--- src/tt_map.svh ---
// Register offsets, field positions, reset values and divider counts for the timer block.
// Assumes an 8-bit register address space, one byte per address.
`ifndef TT_MAP_SVH
`define TT_MAP_SVH

`define TT_ADDR_CTRL      8'hc8
`define TT_ADDR_CTRL_SET  8'hc0
`define TT_ADDR_CTRL_CLR  8'hc1
`define TT_ADDR_RLD_LO    8'hca
`define TT_ADDR_RLD_HI    8'hcb
`define TT_ADDR_CNT_LO    8'hcc
`define TT_ADDR_CNT_HI    8'hcd
`define TT_ADDR_CLKCTL    8'h8e
`define TT_ADDR_IRQ_STAT  8'he0
`define TT_ADDR_IRQ_MASK  8'he1

`define TT_CLK_LO_SEL_BIT 0
`define TT_CLK_HI_SEL_BIT 1

`define TT_IRQ_HI_BIT     0
`define TT_IRQ_LO_BIT     1
`define TT_IRQ_CAP_BIT    2

`define TT_CTRL_RESET     8'h00
`define TT_CLKCTL_RESET   8'h00
`define TT_CNT_RESET      16'h0000
`define TT_RLD_RESET      16'h0000
`define TT_IRQ_RESET      3'h0

`define TT_SYS_DIV        12
`define TT_EXT_DIV        8

`endif

--- src/tt_pkg.sv ---
// Types shared by the timer block files.
// Assumes nothing outside this package.
`default_nettype none
package tt_pkg;

  typedef struct packed {
    logic hi_flag;
    logic lo_flag;
    logic lo_ie;
    logic cap_en;
    logic split;
    logic run;
    logic unused;
    logic xclk;
  } tt_ctrl_t;

  typedef struct packed {
    logic div12;
    logic ext8;
    logic lfo_fall;
  } tt_ticks_t;

  typedef enum logic [1:0] {
    TT_MODE_16    = 2'b01,
    TT_MODE_SPLIT = 2'b10
  } tt_mode_t;

endpackage
`default_nettype wire

--- src/tt_tick.sv ---
// Clock prescalers and pin synchronisers for the timer.
// Assumes ext_clk and lfo pins are asynchronous to clk and slower than clk/2.
`timescale 1ns/1ps
`default_nettype none
`include "tt_map.svh"

module tt_tick
#(
  parameter int SYS_DIV = `TT_SYS_DIV,
  parameter int EXT_DIV = `TT_EXT_DIV
)
(
  // Clock and reset
  input  wire logic        clk,
  input  wire logic        nrst,
  // Pins
  input  wire logic        ext_clk_pin,
  input  wire logic        lfo_pin,
  // Enables
  output var tt_pkg::tt_ticks_t ticks
);
  import tt_pkg::*;

  logic [2:0]       ext_sync_ff;
  logic [2:0]       lfo_sync_ff;
  logic [3:0]       sys_cnt_ff;
  logic [2:0]       ext_cnt_ff;
  tt_ticks_t        ticks_ff;
  logic [2:0]       nxt_ext_sync;
  logic [2:0]       nxt_lfo_sync;
  logic [3:0]       nxt_sys_cnt;
  logic [2:0]       nxt_ext_cnt;
  tt_ticks_t        nxt_ticks;
  logic             ext_rise;

  always_comb
  begin
    nxt_ext_sync = {ext_sync_ff[1:0], ext_clk_pin};
    nxt_lfo_sync = {lfo_sync_ff[1:0], lfo_pin};
    // Edges are judged only from the second and third stages.
    ext_rise     = ext_sync_ff[1] & ~ext_sync_ff[2];
    nxt_ticks    = '0;
    if (sys_cnt_ff == 4'(SYS_DIV - 1))
    begin
      nxt_sys_cnt     = 4'h0;
      nxt_ticks.div12 = 1'b1;
    end
    else
    begin
      nxt_sys_cnt = sys_cnt_ff + 4'h1;
    end
    nxt_ext_cnt = ext_cnt_ff;
    if (ext_rise)
    begin
      if (ext_cnt_ff == 3'(EXT_DIV - 1))
      begin
        nxt_ext_cnt    = 3'h0;
        nxt_ticks.ext8 = 1'b1;
      end
      else
      begin
        nxt_ext_cnt = ext_cnt_ff + 3'h1;
      end
    end
    nxt_ticks.lfo_fall = ~lfo_sync_ff[1] & lfo_sync_ff[2];
  end

  always_ff @(posedge clk or negedge nrst)
  begin
    if (!nrst)
    begin
      ext_sync_ff <= 3'h0;
      lfo_sync_ff <= 3'h0;
      sys_cnt_ff  <= 4'h0;
      ext_cnt_ff  <= 3'h0;
      ticks_ff    <= '0;
    end
    else
    begin
      ext_sync_ff <= nxt_ext_sync;
      lfo_sync_ff <= nxt_lfo_sync;
      sys_cnt_ff  <= nxt_sys_cnt;
      ext_cnt_ff  <= nxt_ext_cnt;
      ticks_ff    <= nxt_ticks;
    end
  end

  assign ticks = ticks_ff;

endmodule
`default_nettype wire

--- src/tt_timer.sv ---
// Timer with 16-bit or dual 8-bit auto-reload counting, overflow flags,
// oscillator capture and a sticky interrupt status register.
// Assumes a single-cycle register port with read data one cycle after the strobe.
//
// Added by the designer: the address-and-strobe port and the register addresses.
`timescale 1ns/1ps
`default_nettype none
`include "tt_map.svh"

module tt_timer
(
  // Clock and reset
  input  wire logic       clk,
  input  wire logic       nrst,
  // Register port
  input  wire logic [7:0] addr,
  input  wire logic [7:0] wdata,
  input  wire logic       wr,
  input  wire logic       rd,
  output logic      [7:0] rdata,
  // Pins
  input  wire logic       ext_clk,
  input  wire logic       lfo_out,
  // Interrupt
  output logic            irq
);
  import tt_pkg::*;

  tt_ticks_t   tk;
  tt_ctrl_t    ctrl_ff;
  logic [15:0] cnt_ff;
  logic [15:0] rld_ff;
  logic [7:0]  clkctl_ff;
  logic [2:0]  stat_ff;
  logic [2:0]  mask_ff;
  logic [7:0]  rdata_ff;
  tt_ctrl_t    nxt_ctrl;
  logic [15:0] nxt_cnt;
  logic [15:0] nxt_rld;
  logic [7:0]  nxt_clkctl;
  logic [2:0]  nxt_stat;
  logic [2:0]  nxt_mask;
  logic [7:0]  nxt_rdata;
  tt_mode_t    mode;
  logic        tick_lo;
  logic        tick_hi;
  logic        ev_hi;
  logic        ev_lo;
  logic        ev_cap;
  logic        wr_ctrl;

  tt_tick u_tick
  (
    .clk         (clk),
    .nrst        (nrst),
    .ext_clk_pin (ext_clk),
    .lfo_pin     (lfo_out),
    .ticks       (tk)
  );

  // Counting group.
  always_comb
  begin
    tick_lo = clkctl_ff[`TT_CLK_LO_SEL_BIT] ? 1'b1 : (ctrl_ff.xclk ? tk.ext8 : tk.div12);
    tick_hi = clkctl_ff[`TT_CLK_HI_SEL_BIT] ? 1'b1 : (ctrl_ff.xclk ? tk.ext8 : tk.div12);
    mode    = ctrl_ff.split ? TT_MODE_SPLIT : TT_MODE_16;
    nxt_cnt = cnt_ff;
    ev_hi   = 1'b0;
    ev_lo   = 1'b0;
    unique case (mode)
      TT_MODE_16:
      begin
        if (ctrl_ff.run && tick_lo)
        begin
          if (cnt_ff[7:0] == 8'hff)
          begin
            ev_lo = 1'b1;
          end
          if (cnt_ff == 16'hffff)
          begin
            ev_hi = 1'b1;
            nxt_cnt = rld_ff;
          end
          else
          begin
            nxt_cnt = cnt_ff + 16'h0001;
          end
        end
      end
      TT_MODE_SPLIT:
      begin
        if (tick_lo)
        begin
          if (cnt_ff[7:0] == 8'hff)
          begin
            ev_lo = 1'b1;
            nxt_cnt[7:0] = rld_ff[7:0];
          end
          else
          begin
            nxt_cnt[7:0] = cnt_ff[7:0] + 8'h01;
          end
        end
        if (ctrl_ff.run && tick_hi)
        begin
          if (cnt_ff[15:8] == 8'hff)
          begin
            ev_hi = 1'b1;
            nxt_cnt[15:8] = rld_ff[15:8];
          end
          else
          begin
            nxt_cnt[15:8] = cnt_ff[15:8] + 8'h01;
          end
        end
      end
    endcase
    // Software loads of the count take over from counting in the same cycle.
    if (wr && addr == `TT_ADDR_CNT_LO)
    begin
      nxt_cnt[7:0] = wdata;
    end
    if (wr && addr == `TT_ADDR_CNT_HI)
    begin
      nxt_cnt[15:8] = wdata;
    end
  end

  always_ff @(posedge clk or negedge nrst)
  begin
    if (!nrst)
    begin
      cnt_ff <= `TT_CNT_RESET;
    end
    else
    begin
      cnt_ff <= nxt_cnt;
    end
  end

  // Reload and capture group.
  always_comb
  begin
    ev_cap  = ctrl_ff.cap_en & tk.lfo_fall;
    nxt_rld = rld_ff;
    if (wr && addr == `TT_ADDR_RLD_LO)
    begin
      nxt_rld[7:0] = wdata;
    end
    if (wr && addr == `TT_ADDR_RLD_HI)
    begin
      nxt_rld[15:8] = wdata;
    end
    // Capture is a hardware event, so it wins over a software write.
    // capture copy
    if (ev_cap)
    begin
      nxt_rld = cnt_ff;
    end
  end

  always_ff @(posedge clk or negedge nrst)
  begin
    if (!nrst)
    begin
      rld_ff <= `TT_RLD_RESET;
    end
    else
    begin
      rld_ff <= nxt_rld;
    end
  end

  // Control and clock control group.
  always_comb
  begin
    nxt_ctrl   = ctrl_ff;
    nxt_clkctl = clkctl_ff;
    wr_ctrl    = wr && addr == `TT_ADDR_CTRL;
    if (wr_ctrl)
    begin
      nxt_ctrl = tt_ctrl_t'(wdata);
    end
    if (wr && addr == `TT_ADDR_CTRL_SET)
    begin
      nxt_ctrl = tt_ctrl_t'(ctrl_ff | wdata);
    end
    if (wr && addr == `TT_ADDR_CTRL_CLR)
    begin
      nxt_ctrl = tt_ctrl_t'(ctrl_ff & ~wdata);
    end
    nxt_ctrl.unused = 1'b0;
    // sticky flags, set beats a clearing write
    if (ev_hi)
    begin
      nxt_ctrl.hi_flag = 1'b1;
    end
    if (ev_lo)
    begin
      nxt_ctrl.lo_flag = 1'b1;
    end
    if (wr && addr == `TT_ADDR_CLKCTL)
    begin
      nxt_clkctl = wdata;
    end
  end

  always_ff @(posedge clk or negedge nrst)
  begin
    if (!nrst)
    begin
      ctrl_ff   <= tt_ctrl_t'(`TT_CTRL_RESET);
      clkctl_ff <= `TT_CLKCTL_RESET;
    end
    else
    begin
      ctrl_ff   <= nxt_ctrl;
      clkctl_ff <= nxt_clkctl;
    end
  end

  // Interrupt group: status bits are write-one-to-clear, mask acts as interrupt enable.
  always_comb
  begin
    nxt_stat = stat_ff;
    nxt_mask = mask_ff;
    if (wr && addr == `TT_ADDR_IRQ_STAT)
    begin
      nxt_stat = stat_ff & ~wdata[2:0];
    end
    if (wr && addr == `TT_ADDR_IRQ_MASK)
    begin
      nxt_mask = wdata[2:0];
    end
    if (ev_hi)
    begin
      nxt_stat[`TT_IRQ_HI_BIT] = 1'b1;
    end
    if (ev_lo && ctrl_ff.lo_ie)
    begin
      nxt_stat[`TT_IRQ_LO_BIT] = 1'b1;
    end
    if (ev_cap)
    begin
      nxt_stat[`TT_IRQ_CAP_BIT] = 1'b1;
    end
  end

  always_ff @(posedge clk or negedge nrst)
  begin
    if (!nrst)
    begin
      stat_ff <= `TT_IRQ_RESET;
      mask_ff <= `TT_IRQ_RESET;
    end
    else
    begin
      stat_ff <= nxt_stat;
      mask_ff <= nxt_mask;
    end
  end

  assign irq = |(stat_ff & mask_ff);

  // Read group: unmapped addresses read zero.
  always_comb
  begin
    nxt_rdata = 8'h00;
    if (rd)
    begin
      case (addr)
        `TT_ADDR_CTRL,
        `TT_ADDR_CTRL_SET,
        `TT_ADDR_CTRL_CLR: nxt_rdata = ctrl_ff;
        `TT_ADDR_RLD_LO:   nxt_rdata = rld_ff[7:0];
        `TT_ADDR_RLD_HI:   nxt_rdata = rld_ff[15:8];
        `TT_ADDR_CNT_LO:   nxt_rdata = cnt_ff[7:0];
        `TT_ADDR_CNT_HI:   nxt_rdata = cnt_ff[15:8];
        `TT_ADDR_CLKCTL:   nxt_rdata = clkctl_ff;
        `TT_ADDR_IRQ_STAT: nxt_rdata = {5'h00, stat_ff};
        `TT_ADDR_IRQ_MASK: nxt_rdata = {5'h00, mask_ff};
        default:           nxt_rdata = 8'h00;
      endcase
    end
  end

  always_ff @(posedge clk or negedge nrst)
  begin
    if (!nrst)
    begin
      rdata_ff <= 8'h00;
    end
    else
    begin
      rdata_ff <= nxt_rdata;
    end
  end

  assign rdata = rdata_ff;

endmodule
`default_nettype wire

--- config.mk ---
export PLATFORM = sky130hd
export DESIGN_NAME = tt_timer
export DESIGN_NICKNAME = d
export VERILOG_FILES = /design/src/tt_pkg.sv /design/src/tt_tick.sv /design/src/tt_timer.sv
export VERILOG_INCLUDE_DIRS = /design/src
export SDC_FILE = /design/constraint.sdc
export NUM_CORES = 1
export LEC_CHECK = 0
export BUFFER_PORTS_ARGS = -buffer_cell sky130_fd_sc_hd__buf_2
export CAP_MARGIN = 15
export CORE_ASPECT_RATIO = 0.9
export CORE_UTILIZATION = 55
export DETAILED_ROUTE_END_ITERATION = 6
export PLACE_DENSITY = 0.74
export SETUP_SLACK_MARGIN = 0.2
export SYNTH_ARGS = -nofsm -noshare
export SYNTH_HDL_FRONTEND = slang
export SYNTH_HIERARCHICAL = 1
export SYNTH_SLANG_ARGS = --single-unit
--- constraint.sdc ---
create_clock -name clk -period 4.59 [get_ports clk]
set_input_delay 0.2295 -clock clk [delete_from_list [all_inputs] [get_ports clk]]
set_output_delay 0.2295 -clock clk [all_outputs]
set_load 0.03 [all_outputs]
After elaboration in Yosys (flattened, before gate mapping) --
Cells that the tools add are included.
Storage, ports and cells: bits in registers 77, bits of input ports 22, logic and storage cells 127, output and inout bits 9
Cells by class: mux-type cells 41, bitwise gates (word level) 11, add/sub/neg operators 5, reductions and logical operators 25, equality and inequality tests 21
Operators by type and width (number):
- equality test 8 bit (second input constant) | 12
- 2-to-1 mux 8 bit | 12
- case mux 8 bit (8 select lines) | 1
- 2-to-1 mux 16 bit | 3
- case mux 16 bit (2 select lines) | 1
- 2-to-1 mux 1 bit | 18
- adder 16 x 1 -> 16 bit (second input constant) | 1
- adder 8 x 1 -> 8 bit (second input constant) | 2
- equality test 16 bit (second input constant) | 1
- logical AND 1 bit | 13
- != test 3 bit (second input constant) | 4
- nonzero test 2 bit | 5
- bitwise AND 8 bit | 1
- NOT 8 bit | 1
- bitwise OR 8 bit | 1
- nonzero test 4 bit | 2
- bitwise AND 3 bit | 2
- 2-to-1 mux 3 bit | 2
- OR reduction 3 bit | 2
- adder 4 x 1 -> 4 bit (second input constant) | 1
- equality test 4 bit (second input constant) | 1
- 2-to-1 mux 4 bit | 1
- case mux 1 bit (2 select lines) | 2
- AND reduction 2 bit | 2
- other kinds (9) | 12

Longest topological paths before layout --
depth in word-level cells 7, mapped depth 8, gate-level depth less buffers 6

Hierarchy --
Netlist, hierarchy kept.
Modules (own cells, without submodules):
- tt_timer | cells each 412, seq. area each 1526.5 sq um, instances 1, area an instance 3839.9 sq um
- tt_tick | cells each 35, seq. area each 400.4 sq um, instances 1, area an instance 578.1 sq um

Worst setup path before layout --
OpenSTA, ideal clock, no wires.
path type flip-flop to flip-flop, from register cnt_ff[8], to register cnt_ff[11], stages on the path, launching flop included 8, required time 4.454 ns, setup slack 2.640 ns, library setup time 0.136 ns, data arrival time 1.814 ns, buffers on the path 1, clock period less this slack 1.950 ns, path through dfrtp_1 ha_1 and4_1 buf_2 a41oi_2 nor2_1 a2111oi_0 o31ai_1
Between the ends: word-level cells in the longest chain between the ends 5, elaborated cells between the ends (all ways) 10, classes of those cells 2 x add/sub; 2 x eq/ne; 6 x mux
Ends and longest elaborated chain:
- start: declaration | RTL line tt_timer.sv:31 | logic [15:0] cnt_ff;
- start signal: assignment | RTL line tt_timer.sv:133 | cnt_ff <= `TT_CNT_RESET;
- start signal: assignment | RTL line tt_timer.sv:137 | cnt_ff <= nxt_cnt;
- adder 16 x 1 -> 16 bit, or another cell as far along | RTL line tt_timer.sv:86 | nxt_cnt = cnt_ff + 16'h0001;
- 2-to-1 mux 16 bit or 2-to-1 mux 8 bit (tied branches) | RTL line tt_timer.sv:79, tt_timer.sv:106
- 2-to-1 mux 16 bit or 2-to-1 mux 8 bit (tied branches) | RTL line tt_timer.sv:73, tt_timer.sv:104
- case mux 16 bit (2 select lines) * | RTL line tt_timer.sv:70 | unique case (mode)
- 2-to-1 mux 8 bit * | RTL line tt_timer.sv:123 | if (wr && addr == `TT_ADDR_CNT_HI)
Mark *: on every way between the ends. The rest lies on a longest branch, timed or not. The select of a mux whose other input is x is not followed. A chain may end at the register's enable or synchronous reset.

Final worst setup path --
Same ends and word-level chain as after synthesis.

==> results.md <==
- Area share of the largest cell type after synthesis: 43.61%
- Drc violations: 13
- CP Data Arrival Time: 2.62 ns
- Initial cell density of the core: 57.70%
- Slew HR: 18.86%
- Via count: 3796
- Clk_skew: 0.01195 ns
- Leakage power: 0.001980 uW
- CTS tree: done
- DRT iter0 DRCs: 384
- Launch point of the worst path: cnt_ff[8]
- Number of synthesized register bits: 77
- Internal Dissipation: 1061 uW
- Worst min path class: primary input to async pin
- Wire length per cell: 21.70 um
- Critical Path Sink: cnt_ff[11]
- Pwr dens: 330.3 mW/mm^2
- Worst-path clk slew: 0.10 ns
- Distinct cells, synth: 73
- Syn Area/Cell: 9.884 um^2
- H-tree level count: 3
- Max Root-Sink Buffers: 2
- CP max stage delay: 0.51 ns
- Number of cells on the critical path: 6
- Max-slew violations: 0
- # rows: 30
- Synth cell count leaders: 77 x dfrtp_1, 51 x nand2_1, 34 x a21oi_1
- CTS root buffer: clkbuf_8
- Post-CTS Setup Bufs: 0
- Worst Reg-to-Reg Cells: 6
- Antenna violations before repair: 0
- Max Cap Violations: 0
- Count leader, synth: dfrtp_1
- Core box area: 0.007657 mm^2
- Area contributors post-synth: dfrtp_1 44%, mux2i_1 6.6%, nand2_1 4.3%
- Synthesized cell area: 0.004418 mm^2
- # IOs: 31
- Final setup fails: 0
- Routed Antenna Nets: 0
- Required @ worst endpoint: 4.83 ns
- Logic pwr share: 15.1%
- Failing checks: design-rule violations, negative hold slack
- Total Power: 1583 uW
- Layout area overhead: 8.496%
- Largest net degree at the start of global routing: 78
- Total CTS buffers: 9
- Worst skew pair latency: 0.38 ns
- Register area share after synthesis: 43.61%
- Critical Path End Type: flop
- R2R Path End: cnt_ff[11]
- FF-to-FF Start: cnt_ff[8]
- Chip height: 87.03 um
- Share of cells above drive strength 1: 17.99%
- Final hold violation count: 4
- Via/cell ratio: 6.742
- Seq pwr share: 52.3%
- First-pass GRT wire length: 19280 um
- Tcrit/Tclk final: 51.74%
- Fmax: 421.1 MHz
- Nets: 489
- Unrepaired setup endpoints after global routing: no
- Die footprint: 0.008396 mm^2
- Worst slew pin tran: 1.207 ns
- Clock power frac: 32.6%
- GRT overflow: 0
- P_sw: 522.6 uW
- Startpoint type of the worst setup path: flop
- Crit path kind: flop to flop
- PortBufs: 30
- Warnings, synthesis: 6
- ANT cells: 0
- Worst path top cell family by delay: compound AO/OA/AOI/OAI gates
- Syn nets: 474
- Clk sink count: 77
- Routability cong.: 0.9388
- Die W: 96.48 um
- Post-DP HPWL: 8435 um
- Switch share: 33.01%
- Main synth FF type: dfrtp_1
- Setup TNS: 0 ns
- Drt pass-1 iters: 7
- Worst-path cell with the longest stage delay: dfrtp_1
- Buf+Inv Stages, Crit Path: 0
- Hold WS: -0.001271 ns
- Tot GR Track Use: 31.34%
- Critical Path Fanout Max: 10
- Syn Inst Count: 447
- Post-synth EDFFs: 0
- Post-synth top area cell: dfrtp_1
- WL final: 12220 um
- Number of global-route vias before repair: 3498
- Max VDD drop: 0.2150 mV
- Async SR Flop Fraction: 100.0%
- Status: finished, violations left
- Cell Chain, Critical Path: ha_1 > and4_1 > a41oi_2 > nor2_1 > a2111oi_0 > o31ai_1
- R2r setup slk: 2.22 ns
- Final min period: 2.375 ns
[how the worst min path moves through the flow]
stage,startpoint,endpoint,slack (ns),depth (start not counted)
4_1_cts,nrst,u_tick/ticks[1],0.04,1
2_1_floorplan,nrst,clkctl_ff[0],-0.07,0
6_report,nrst,clkctl_ff[4],-0.001,1
3_3_place_gp,u_tick/ext_sync_ff[0],u_tick/ext_sync_ff[1],0.33,0
5_1_grt,nrst,cnt_ff[10],0.10,1
3_5_place_dp,u_tick/ext_sync_ff[0],u_tick/ext_sync_ff[1],0.34,0
[flip-flops by register name, summed over array words and instances, names as in the netlist]
| name | flops |
|---|---|
| rld_ff | 16 |
| mask_ff | 3 |
| clkctl_ff | 8 |
| cnt_ff | 16 |
| u_tick/ext_sync_ff | 3 |
| rdata | 8 |
| u_tick/ext_cnt_ff | 3 |
| u_tick/sys_cnt_ff | 4 |
| u_tick/ticks | 3 |
| ctrl_ff | 7 |
| stat_ff | 3 |
| u_tick/lfo_sync_ff | 3 |
[layer usage]
layer	vias to the layer above	share of wire, %	global-route usage [%]
li1	1713	-	-
met1	1831	43	45.99
met2	218	45	44.81
met3	34	9.4	5.934
met4	0	2.8	13.77
met5	-	0	0
[cell families after synthesis]
| kind of cell | count (synthesis) | synth area share, % |
|---|---|---|
| simple gates | 141 | 17.76 |
| xor+xnor | 1 | 0.1983 |
| flops | 77 | 43.61 |
| mux | 46 | 11.16 |
| fa+ha+maj | 5 | 1.416 |
| buf+inv | 38 | 4.107 |
| compound gates | 139 | 21.75 |
[cell type report]
cell class / instances / area (um^2)
repair buffers: 34 / 207.7
multi-input cells: 332 / 2310
clock buffers: 9 / 123.9
fillers: 636 / 2864
flip-flops and latches: 77 / 1927
well taps: 96 / 120.1
clock inverters: 7 / 75.07
inverters: 8 / 30.03
[power by group through the flow]
stage / combinational, uW / clock (uW) / sequential, uW
floorplan: 190 / 0 / 790
global placement: 225 / 0 / 833
detailed placement: 235 / 0 / 837
CTS: 238 / 527 / 824
global route: 270 / 549 / 835
finish: 239 / 516 / 828
[worst register-to-register path: stages (launching register included)]
cell and delay [ns]:
dfrtp_1 0.51, ha_1 0.32, and4_1 0.31, a41oi_2 0.42, nor2_1 0.15, a2111oi_0 0.40, o31ai_1 0.14
[stage by stage]
| step | hold WS, ns | setup slack [ns] | util [%] | instance area [um^2] | cells |
|---|---|---|---|---|---|
| 6_report | -0.001271 | 2.215 | 62.60 | 4793 | 563 |
| 3_3_place_gp | 0.3335 | 2.079 | 59.38 | 4547 | 544 |
| 3_5_place_dp | 0.3371 | 2.042 | 59.38 | 4547 | 544 |
| 5_1_grt | 0.1028 | 2.108 | 62.60 | 4793 | 563 |
| 4_1_cts | 0.04016 | 2.259 | 62.24 | 4766 | 562 |
| 2_1_floorplan | -0.06609 | 2.640 | - | 4418 | 447 |
[placed cells by master (no fill, tap or decap), drive strengths merged, types with 3 or more instances in the layout]
| cell type | instances |
|---|---|
| dfrtp | 77 |
| nor4 | 3 |
| or3 | 4 |
| ha | 5 |
| a21oi | 34 |
| clkbuf | 9 |
| and4 | 3 |
| and2 | 5 |
| and3 | 3 |
| mux2 | 17 |
| nand2b | 3 |
| inv | 13 |
| nand4 | 5 |
| buf | 32 |
| o21ai | 30 |
| o211ai | 4 |
| a221oi | 7 |
| a211oi | 10 |
| o31ai | 10 |
| nor2 | 28 |
| a31oi | 5 |
| nand2 | 52 |
| nand3 | 12 |
| nor3 | 7 |
| a22oi | 9 |
| mux2i | 29 |
| o22ai | 3 |
[repair_timing]
action / in CTS / in global routing
hold buffers: 2 / 0
hold endpoints to repair: 2 / 0
resized for setup: 0 / 0
setup endpoints to repair: 0 / 0
Note: power is estimated with default switching activity, not from simulation.
